**src/rtl/dsp_row_consts.vh**
```
// Purpose: Constants for the multiply-add row interface and control distribution
// Assumes: APB register offsets are byte addresses on a 32-bit data bus
// Notes: Configuration fields share one 5-bit layout: enable, clock select, clear select
`ifndef DSP_ROW_CONSTS_VH
`define DSP_ROW_CONSTS_VH

// Register byte offsets
`define OFS_CTRL 8'h00
`define OFS_SLOT_CFG 8'h04
`define OFS_BANK_CFG 8'h08
`define OFS_STATUS 8'h0c
`define OFS_ACC_UPPER 8'h10
`define OFS_ACC_LOWER 8'h14

// Reset values
`define CTRL_RST 9'h000
`define SLOT_CFG_RST 30'h00000000
`define BANK_CFG_RST 20'h00000

// Control register fields
`define CTRL_SPLIT 0
`define CTRL_SRC_LSB 1

// Common 5-bit configuration field layout
`define CFG_W 5
`define CFG_REG 0
`define CFG_CLK_LSB 1
`define CFG_CLR_LSB 3

// Bank configuration field positions
`define BANK_IN_UPPER 0
`define BANK_IN_LOWER 5
`define BANK_PIPE 10
`define BANK_OUT 15

// Control pin vector layout, eighteen lines in all
`define CTL_COUNT 18
`define CTL_CLOCK_LSB 0
`define CTL_CLEAR_LSB 4
`define CTL_ENABLE_LSB 8
`define CTL_SLOT_LSB 12
`define SLOT_COUNT 6

// Slot order within the registerable controls
`define SLOT_SIGN_A 0
`define SLOT_SIGN_B 1
`define SLOT_UPPER_ADD 2
`define SLOT_LOWER_ADD 3
`define SLOT_UPPER_ZERO 4
`define SLOT_LOWER_ZERO 5

// Entry row of each control line, numbered 0 to 7
`define ROW_SIGN_A 1
`define ROW_SIGN_B 6
`define ROW_UPPER_ADD 3
`define ROW_LOWER_ADD 7
`define ROW_UPPER_ZERO 2
`define ROW_LOWER_ZERO 7

`endif

```
**src/rtl/dsp_row_interface_control.v**
```verilog
// Purpose: Row interface and control distribution for a hard multiply-add block
// Assumes: All pin inputs are asynchronous to clk_i; APB master on clk_i
// Notes: Bank clocks are sampled lines; a bank loads on a rising edge of its line
//
// Decided for this implementation: the address map and register access over APB.
`timescale 1ns/100ps
`include "dsp_row_consts.vh"

module dsp_row_interface_control #(
  parameter ROWS = 8,
  parameter ROW_W = 18,
  parameter LINK_W = 10,
  parameter ACC_W = 24
) (
  // Clock and reset
  input wire clk_i,
  input wire rst_i,
  // APB slave
  input wire psel_i,
  input wire penable_i,
  input wire pwrite_i,
  input wire [7:0] paddr_i,
  input wire [31:0] pwdata_i,
  output reg [31:0] prdata_o,
  output reg pready_o,
  output reg pslverr_o,
  // Bank clocks enter rows 3 to 6, enables on the same rows
  input wire [3:0] bank_clock_i,
  input wire [3:0] bank_enable_i,
  // Clears enter rows 1, 4, 5 and 7
  input wire [3:0] bank_clear_i,
  // Sign controls enter rows 1 and 6
  input wire sign_a_i,
  input wire sign_b_i,
  // Add selects enter rows 3 and 7
  input wire upper_pair_add_sel_i,
  input wire lower_pair_add_sel_i,
  // Accumulator zero controls enter rows 2 and 7
  input wire upper_accumulator_zero_i,
  input wire lower_accumulator_zero_i,
  // Direct connections from neighbour logic clusters, ten per row each
  input wire [ROWS*LINK_W-1:0] from_left_i,
  input wire [ROWS*LINK_W-1:0] from_right_i,
  // Per-row operands and distributed controls into the arithmetic rows
  output reg [ROWS*ROW_W-1:0] operand_o,
  output reg [`SLOT_COUNT-1:0] row_ctl_o,
  output reg product_signed_o,
  output reg [1:0] overflow_o,
  // Row outputs to neighbours and to row or column routing
  output wire [ROWS*9-1:0] to_left_o,
  output wire [ROWS*9-1:0] to_right_o,
  output reg [ROWS*ROW_W-1:0] route_o
);

  localparam DAT_W = 2 * ROWS * LINK_W;

  // Software state
  reg [8:0] ctrl;
  reg [29:0] slot_cfg;
  reg [19:0] bank_cfg;

  // Synchronisers
  reg [`CTL_COUNT-1:0] ctl_meta;
  reg [`CTL_COUNT-1:0] ctl_sync;
  reg [DAT_W-1:0] dat_meta;
  reg [DAT_W-1:0] dat_sync;
  reg [3:0] clock_prev;

  wire [`CTL_COUNT-1:0] ctl_pins;
  wire [3:0] tick;
  wire [3:0] clear;
  wire [`SLOT_COUNT-1:0] ctl_q;
  wire [ROWS*ROW_W-1:0] in_q;
  wire [ROWS*ROW_W-1:0] pipe_q;
  wire [ROWS*ROW_W-1:0] out_q;
  wire split;
  wire [1:0] out_clk_sel;
  wire [1:0] out_clr_sel;
  wire acc_tick;
  wire acc_clear;
  wire any_signed;
  wire [ACC_W-1:0] acc_upper;
  wire [ACC_W-1:0] acc_lower;

  // Eighteen control lines gathered into one vector
  assign ctl_pins = {lower_accumulator_zero_i, upper_accumulator_zero_i,
                     lower_pair_add_sel_i, upper_pair_add_sel_i,
                     sign_b_i, sign_a_i,
                     bank_enable_i, bank_clear_i, bank_clock_i};

  // Two-flop synchronisers for every pin input
  always @(posedge clk_i) begin
    if (rst_i) begin
      ctl_meta <= {`CTL_COUNT{1'b0}};
      ctl_sync <= {`CTL_COUNT{1'b0}};
      dat_meta <= {DAT_W{1'b0}};
      dat_sync <= {DAT_W{1'b0}};
      clock_prev <= 4'h0;
    end else begin
      ctl_meta <= ctl_pins;
      ctl_sync <= ctl_meta;
      dat_meta <= {from_right_i, from_left_i};
      dat_sync <= dat_meta;
      clock_prev <= ctl_sync[`CTL_CLOCK_LSB +: 4];
    end
  end

  // A bank clock ticks on a rising edge of its line while its own enable is high
  assign tick = ctl_sync[`CTL_CLOCK_LSB +: 4] & ~clock_prev
                & ctl_sync[`CTL_ENABLE_LSB +: 4];
  assign clear = ctl_sync[`CTL_CLEAR_LSB +: 4];
  assign split = ctrl[`CTRL_SPLIT];

  // Six registerable controls, each with its own clock and clear choice
  genvar s;
  generate
    for (s = 0; s < `SLOT_COUNT; s = s + 1) begin : g_slot
      bank_reg #(
        .WIDTH(1)
      ) u_slot (
        .clk_i(clk_i),
        .rst_i(rst_i),
        .cfg_i(slot_cfg[s*`CFG_W +: `CFG_W]),
        .tick_i(tick),
        .clear_i(clear),
        .d_i(ctl_sync[`CTL_SLOT_LSB + s]),
        .q_o(ctl_q[s])
      );
    end
  endgenerate

  // Per-row data path through input, pipeline and output banks
  genvar r;
  generate
    for (r = 0; r < ROWS; r = r + 1) begin : g_row
      wire [LINK_W-1:0] left_lines;
      wire [LINK_W-1:0] right_lines;
      wire [LINK_W-1:0] fb_lines;
      wire [ROW_W-1:0] row_data;
      wire [4:0] lower_cfg;

      // Thirty local lines: ten left, ten right, ten fed back from this row
      assign left_lines = dat_sync[r*LINK_W +: LINK_W];
      assign right_lines = dat_sync[(ROWS+r)*LINK_W +: LINK_W];
      assign fb_lines = route_o[r*ROW_W +: LINK_W];

      // Eighteen operand bits picked from the local lines
      assign row_data = ctrl[`CTRL_SRC_LSB + r] ?
                        {fb_lines[8:0], left_lines[8:0]} :
                        {right_lines[8:0], left_lines[8:0]};

      // In split mode the low half takes its own bank control
      assign lower_cfg = split ? bank_cfg[`BANK_IN_LOWER +: `CFG_W] :
                         bank_cfg[`BANK_IN_UPPER +: `CFG_W];

      // Input banks of nine bits each
      bank_reg #(
        .WIDTH(9)
      ) u_in_lo (
        .clk_i(clk_i),
        .rst_i(rst_i),
        .cfg_i(lower_cfg),
        .tick_i(tick),
        .clear_i(clear),
        .d_i(row_data[8:0]),
        .q_o(in_q[r*ROW_W +: 9])
      );

      bank_reg #(
        .WIDTH(9)
      ) u_in_hi (
        .clk_i(clk_i),
        .rst_i(rst_i),
        .cfg_i(bank_cfg[`BANK_IN_UPPER +: `CFG_W]),
        .tick_i(tick),
        .clear_i(clear),
        .d_i(row_data[17:9]),
        .q_o(in_q[r*ROW_W+9 +: 9])
      );

      // Pipeline bank of eighteen bits
      bank_reg #(
        .WIDTH(ROW_W)
      ) u_pipe (
        .clk_i(clk_i),
        .rst_i(rst_i),
        .cfg_i(bank_cfg[`BANK_PIPE +: `CFG_W]),
        .tick_i(tick),
        .clear_i(clear),
        .d_i(in_q[r*ROW_W +: ROW_W]),
        .q_o(pipe_q[r*ROW_W +: ROW_W])
      );

      // Output bank of eighteen bits
      bank_reg #(
        .WIDTH(ROW_W)
      ) u_out (
        .clk_i(clk_i),
        .rst_i(rst_i),
        .cfg_i(bank_cfg[`BANK_OUT +: `CFG_W]),
        .tick_i(tick),
        .clear_i(clear),
        .d_i(pipe_q[r*ROW_W +: ROW_W]),
        .q_o(out_q[r*ROW_W +: ROW_W])
      );

      // Nine outputs to each neighbour, taken from the route flops
      assign to_left_o[r*9 +: 9] = route_o[r*ROW_W +: 9];
      assign to_right_o[r*9 +: 9] = route_o[r*ROW_W+9 +: 9];
    end
  endgenerate

  // Accumulators follow the output bank clock and clear
  assign out_clk_sel = bank_cfg[`BANK_OUT+`CFG_CLK_LSB +: 2];
  assign out_clr_sel = bank_cfg[`BANK_OUT+`CFG_CLR_LSB +: 2];
  assign acc_tick = tick[out_clk_sel];
  assign acc_clear = clear[out_clr_sel];
  assign any_signed = ctl_q[`SLOT_SIGN_A] | ctl_q[`SLOT_SIGN_B];

  // Two accumulating adder pairs: rows 0 and 1 upper, rows 4 and 5 lower
  genvar p;
  generate
    for (p = 0; p < 2; p = p + 1) begin : g_pair
      reg [ACC_W-1:0] acc;
      wire [ROW_W-1:0] op_a;
      wire [ROW_W-1:0] op_b;
      wire [ACC_W:0] ext_a;
      wire [ACC_W:0] ext_b;
      wire [ACC_W:0] term;
      wire [ACC_W:0] feedback;
      wire [ACC_W:0] sum;
      wire add_sel;
      wire zero_sel;
      wire over;

      assign op_a = pipe_q[(4*p)*ROW_W +: ROW_W];
      assign op_b = pipe_q[(4*p+1)*ROW_W +: ROW_W];
      assign add_sel = ctl_q[`SLOT_UPPER_ADD + p];
      assign zero_sel = ctl_q[`SLOT_UPPER_ZERO + p];

      // Sign high extends the operand as a signed number
      assign ext_a = {{(ACC_W+1-ROW_W){op_a[ROW_W-1] & ctl_q[`SLOT_SIGN_A]}}, op_a};
      assign ext_b = {{(ACC_W+1-ROW_W){op_b[ROW_W-1] & ctl_q[`SLOT_SIGN_B]}}, op_b};

      // High adds, low subtracts
      assign term = add_sel ? ext_a + ext_b : ext_a - ext_b;

      // Zero control drops the feedback so a new run starts this cycle
      assign feedback = zero_sel ? {(ACC_W+1){1'b0}} :
                        {acc[ACC_W-1] & any_signed, acc};
      assign sum = feedback + term;

      // Signed overflow on sign disagreement, unsigned when out of range
      assign over = any_signed ? (sum[ACC_W] ^ sum[ACC_W-1]) : sum[ACC_W];

      always @(posedge clk_i) begin
        if (rst_i) begin
          acc <= {ACC_W{1'b0}};
          overflow_o[p] <= 1'b0;
        end else if (acc_clear) begin
          acc <= {ACC_W{1'b0}};
          overflow_o[p] <= 1'b0;
        end else begin
          overflow_o[p] <= acc_tick & over;
          if (acc_tick) begin
            acc <= sum[ACC_W-1:0];
          end
        end
      end
    end
  endgenerate

  assign acc_upper = g_pair[0].acc;
  assign acc_lower = g_pair[1].acc;

  // Registered row outputs: 18 operand bits per row plus distributed controls
  always @(posedge clk_i) begin
    if (rst_i) begin
      operand_o <= {(ROWS*ROW_W){1'b0}};
      route_o <= {(ROWS*ROW_W){1'b0}};
      row_ctl_o <= {`SLOT_COUNT{1'b0}};
      product_signed_o <= 1'b0;
    end else begin
      operand_o <= pipe_q;
      route_o <= out_q;
      row_ctl_o <= ctl_q;
      product_signed_o <= any_signed;
    end
  end

  // APB slave: answers one cycle into the access phase
  always @(posedge clk_i) begin
    if (rst_i) begin
      ctrl <= `CTRL_RST;
      slot_cfg <= `SLOT_CFG_RST;
      bank_cfg <= `BANK_CFG_RST;
      prdata_o <= 32'h00000000;
      pready_o <= 1'b0;
      pslverr_o <= 1'b0;
    end else begin
      pready_o <= 1'b0;
      pslverr_o <= 1'b0;
      prdata_o <= 32'h00000000;
      if (psel_i && penable_i && !pready_o) begin
        pready_o <= 1'b1;
        case (paddr_i)
          `OFS_CTRL: begin
            prdata_o <= {23'h000000, ctrl};
            if (pwrite_i) begin
              ctrl <= pwdata_i[8:0];
            end
          end
          `OFS_SLOT_CFG: begin
            prdata_o <= {2'h0, slot_cfg};
            if (pwrite_i) begin
              slot_cfg <= pwdata_i[29:0];
            end
          end
          `OFS_BANK_CFG: begin
            prdata_o <= {12'h000, bank_cfg};
            if (pwrite_i) begin
              bank_cfg <= pwdata_i[19:0];
            end
          end
          `OFS_STATUS: begin
            prdata_o <= {6'h00, overflow_o, row_ctl_o, ctl_sync};
          end
          `OFS_ACC_UPPER: begin
            prdata_o <= {{(32-ACC_W){1'b0}}, acc_upper};
          end
          `OFS_ACC_LOWER: begin
            prdata_o <= {{(32-ACC_W){1'b0}}, acc_lower};
          end
          default: begin
            pslverr_o <= 1'b1;
          end
        endcase
      end
    end
  end

endmodule // dsp_row_interface_control

```
**src/rtl/bank_reg.v**
```verilog
// Purpose: One register bank with selectable clock line and clear line
// Assumes: Clock ticks and clear levels are already synchronised to clk_i
// Notes: With the enable bit low the bank is bypassed and q follows d
`timescale 1ns/100ps
`include "dsp_row_consts.vh"

module bank_reg #(
  parameter WIDTH = 18
) (
  // Clock and reset
  input wire clk_i,
  input wire rst_i,
  // Bank configuration
  input wire [4:0] cfg_i,
  // Shared clock ticks and clear levels
  input wire [3:0] tick_i,
  input wire [3:0] clear_i,
  // Data
  input wire [WIDTH-1:0] d_i,
  output wire [WIDTH-1:0] q_o
);

  reg [WIDTH-1:0] store;
  wire [1:0] clk_sel;
  wire [1:0] clr_sel;

  // Field split of the configuration
  assign clk_sel = cfg_i[`CFG_CLK_LSB +: 2];
  assign clr_sel = cfg_i[`CFG_CLR_LSB +: 2];

  // Clear has priority over the selected clock tick
  always @(posedge clk_i) begin
    if (rst_i) begin
      store <= {WIDTH{1'b0}};
    end else if (clear_i[clr_sel]) begin
      store <= {WIDTH{1'b0}};
    end else if (tick_i[clk_sel]) begin
      store <= d_i;
    end
  end

  // Registered or bypassed output
  assign q_o = cfg_i[`CFG_REG] ? store : d_i;

endmodule // bank_reg

```
**config.mk**
```make
export PLATFORM = sky130hd
export DESIGN_NAME = dsp_row_interface_control
export DESIGN_NICKNAME = d
export VERILOG_FILES = /design/src/rtl/dsp_row_interface_control.v /design/src/rtl/bank_reg.v
export VERILOG_INCLUDE_DIRS = /design/src /design/src/rtl
export SDC_FILE = /design/constraint.sdc
export NUM_CORES = 2
export LEC_CHECK = 0
export BUFFER_PORTS_ARGS = -buffer_cell sky130_fd_sc_hd__buf_2
export CORE_MARGIN = 2
export CORE_UTILIZATION = 40
export DETAILED_ROUTE_END_ITERATION = 10
export HOLD_SLACK_MARGIN = 0.06
export SETUP_SLACK_MARGIN = 0.15
export SLEW_MARGIN = 10
export SYNTH_ARGS = -nofsm -noshare
export SYNTH_HDL_FRONTEND = slang
export SYNTH_HIERARCHICAL = 1
export SYNTH_SLANG_ARGS = --single-unit
```
**constraint.sdc**
```tcl
create_clock -name clk_i -period 7.2 [get_ports clk_i]
set_clock_uncertainty 0.2 [all_clocks]
set_input_delay 0.72 -clock clk_i [delete_from_list [all_inputs] [get_ports clk_i]]
set_output_delay 0.72 -clock clk_i [all_outputs]
set_load 0.03 [all_outputs]
```
==> impl_metrics.json <==
{
  "fin_crit_ns": 6.79,
  "path_depth": 27,
  "leakage_nw": 25.3,
  "fin_crit_sh": 0.943,
  "area_growth_syn_to_layout_pct": 18.7,
  "pwr-share-clk": 0.454,
  "status": "finished clean",
  "r2r_slack_ns": 0.41,
  "drcViolationCount": 0,
  "cts_root_buf": "clkbuf_16",
  "pre_cts_ws_ns": 0.173,
  "critPathMaxStageDelay_ns": 0.38,
  "synth_cell_types": 77,
  "drive_above_1_share": 0.276,
  "final-max-slew-violation-count": 0,
  "synth-seq-area-share": 0.460,
  "hp-start": "psel_i",
  "synthFlopType": "dfxtp_1",
  "max_freq_ghz": 0.147,
  "holdPathStages": 3,
  "final_nets": 5929,
  "overflow": 0,
  "cp_common_cell": "ha_1",
  "async_flop_share": 0,
  "mostFrequentLayoutCells": "1194 x dfxtp_1, 676 x buf_2, 668 x nor2b_1",
  "die_area_sq_um": 134000,
  "cts.sinks": 1202,
  "ys_ff_latch": 1202,
  "grt_max_degree": 222,
  "rows": 132,
  "initial_core_util": 0.403,
  "pin_count": 698,
  "core_sq_um": 130000,
  "seqPwrFrac": 0.446,
  "setup_tns_ns": 0,
  "setup_violations": 0,
  "vias_per_cell": 5.00,
  "crit_buf_inv": 4,
  "cts_tree": "built",
  "cp.required_ns": 7.64,
  "maxCapViolCount": 0,
  "power_density_nw_per_um2": 247,
  "antenna_found_initial": 28,
  "port_buffers": 677,
  "end_kind": "flop",
  "numCtsBuffers": 132,
  "crit_type": "flop to flop",
  "crit_path_start": "ctrl[0]$_SDFFE_PP0P_",
  "antenna_left": 0,
  "grtUsageTotal": 0.224,
  "tightest_slew_ns": 1.14,
  "cp.arrival_ns": 7.23,
  "grt_pass1_vias": 36600,
  "power.internal_mw": 11.6,
  "max-vdd-ir-drop_mv": 0.194,
  "first_iter_violations": 2395,
  "worstPathMaxFanout": 13,
  "cts.path.max_buffers": 3,
  "timing.final.hold_violations": 0,
  "timing.rr.start": "ctrl[0]$_SDFFE_PP0P_",
  "startpoint_type": "flop",
  "die_x_um": 365,
  "swShare": 0.246,
  "htreeDepth": 4,
  "final_common_cell": "dfxtp_1",
  "hp-class": "input port to flop",
  "syn_area_per_cell_sq_um": 10.5,
  "insertion_delay_ns": 0.76,
  "dp_hpwl_um": 105000,
  "synth_area_sq_um": 52300,
  "p_comb_frac": 0.099,
  "synth_edf_count": 0,
  "synth_cells": 4981,
  "grt_pass1_wl_um": 226000,
  "crit_slowest_cell": "a221o_1",
  "synth_warnings": 6,
  "via_count": 37400,
  "ff2ff_path_depth": 27,
  "finalWirelength_um": 155000,
  "dr.pass1.iters": 5,
  "rsz0062_at_grt": "true",
  "slew-limit-headroom": 0.237,
  "crit_family": "compound AO/OA/AOI/OAI gates",
  "die_h_um": 365,
  "cts.clk_slew.worst_paths_ns": 0.06,
  "p_switching_mw": 3.77,
  "gp_congestion": 0.892,
  "wl_per_cell_um": 20.7,
  "layout_setup_ws_ns": 0.414
}
-- through the flow --
step | hold WS [ns] | cells | util | power [mW] | cell area [sq um]
finish | 0.138 | 7466 | 0.479 | 15.4 | 62100
floorplan | 0.214 | 4982 | - | 8.05 | 52300
detailed placement | 0.220 | 7023 | 0.428 | 8.41 | 55500
global route | 0.149 | 7457 | 0.478 | 15.9 | 62000
CTS | 0.0646 | 7451 | 0.478 | 15.5 | 61900
global placement | 0.219 | 7023 | 0.428 | 8.40 | 55500
-- flip-flops by register name, summed over array words and instances (netlist names), 72 cells and up --
| name | flops |
|---|---|
| dat_meta | 144 |
| operand_o | 144 |
| g_row.u_out/store | 144 |
| g_row.u_in_lo/store | 72 |
| g_row.u_pipe/store | 144 |
| dat_sync | 144 |
| route_o | 144 |
| g_row.u_in_hi/store | 72 |
-- cells by family after synthesis --
family / Yosys count / synth area share
adder cells (fa/ha/maj): 92 / 0.0226
AO/OA/AOI/OAI: 405 / 0.0480
multiplexers: 1078 / 0.237
flip-flops: 1202 / 0.460
other: 1 / 0.0000717
XOR/XNOR: 104 / 0.0174
buffers and inverters: 461 / 0.0570
AND/OR/NAND/NOR: 1638 / 0.157
-- worst reg2reg max path, cell delays in order (launching register included) --
cell and delay (ns):
dfxtp_1 0.35, mux2_4 0.34, buf_12 0.16, buf_4 0.21
mux2_2 0.29, mux2_2 0.33, inv_1 0.10, ha_1 0.20
nand3b_1 0.16, o41ai_2 0.28, xnor2_1 0.21, ha_1 0.33
a21o_1 0.18, a21o_1 0.19, a221o_1 0.33, or2_2 0.31
xor2_1 0.15, ha_1 0.36, and3_1 0.24, a221o_1 0.38
o21a_1 0.19, a2111oi_2 0.30, buf_4 0.18, a211oi_1 0.11
a31o_2 0.28, nor3_2 0.12, nand4b_1 0.15, o21ai_2 0.06
-- layer usage --
metal / wire, um / part of all wire / vias up / track usage
li1: - / - / 18000 / -
met1: 68900 / 0.45 / 18000 / 0.293
met2: 71300 / 0.46 / 1065 / 0.366
met3: 10200 / 0.066 / 241 / 0.0539
met4: 3990 / 0.026 / 26 / 0.0700
met5: 175 / 0.0011 / - / 0
-- final timing paths --
path                              endpoint
setup / recovery  overflow_o[1]$_SDFF_PP0_
setup reg to reg  overflow_o[1]$_SDFF_PP0_
hold / removal         pready_o$_SDFF_PP0_
hold reg to reg    dat_sync[97]$_SDFF_PP0_
-- area by class of cell --
class                      instances  area, sq um
clock buffer                     188         3810
multi-input combinational       3319        25400
antenna                           11         27.5
inverter                          32          120
fill                           12100        67600
sequential                      1202        24100
clock inverter                    45          666
tap                             1742         2180
timing repair buffer             927         5820
-- cell usage after synthesis, drive strengths merged, types with 4 or more instances --
master,n,area [sq um]
and3,14,87.6
nor4,8,65.1
xnor2,61,534
mux2i,483,4830
o211ai,10,75.1
nand2,222,836
a22oi,13,97.6
inv,32,120
a31o,4,35.0
a211o,4,35.0
nor2b,670,4190
a31oi,5,31.3
o21bai,12,90.1
nor3,37,190
and2,7,43.8
mux2,518,5830
mux4,77,1730
o21ai,50,254
and4,6,52.6
ha,88,1100
fa,4,80.1
buf,266,2250
o31ai,5,37.5
o21a,5,37.5
nand2b,13,81.3
nand3,22,110
a21oi,192,961
a211oi,31,238
dfxtp,1202,24100
o22a,11,96.3
nand4,5,31.3
xor2,43,377
nor2,586,2210
a21o,36,270
or2,37,231
clkbuf,163,612
-- power groups by stage --
stage / logic [mW] / clock network, mW / registers, mW
after global placement: 1.40 / 0 / 7.00
after CTS: 1.51 / 7.15 / 6.85
after detailed placement: 1.41 / 0 / 7.00
after floorplan: 0.985 / 0 / 7.07
after global routing: 1.66 / 7.42 / 6.86
final: 1.52 / 6.98 / 6.85
-- repair_timing --
action / 4_1_cts / 5_1_grt
endpoints found under the hold margin: 220 / 0
endpoints found under the setup margin: 2 / 4
pin swaps: 0 / 4
hold buffers: 192 / 0
setup buffers: 3 / 4
resized for setup: 2 / 18
Note: power is estimated with default switching activity, not from simulation.
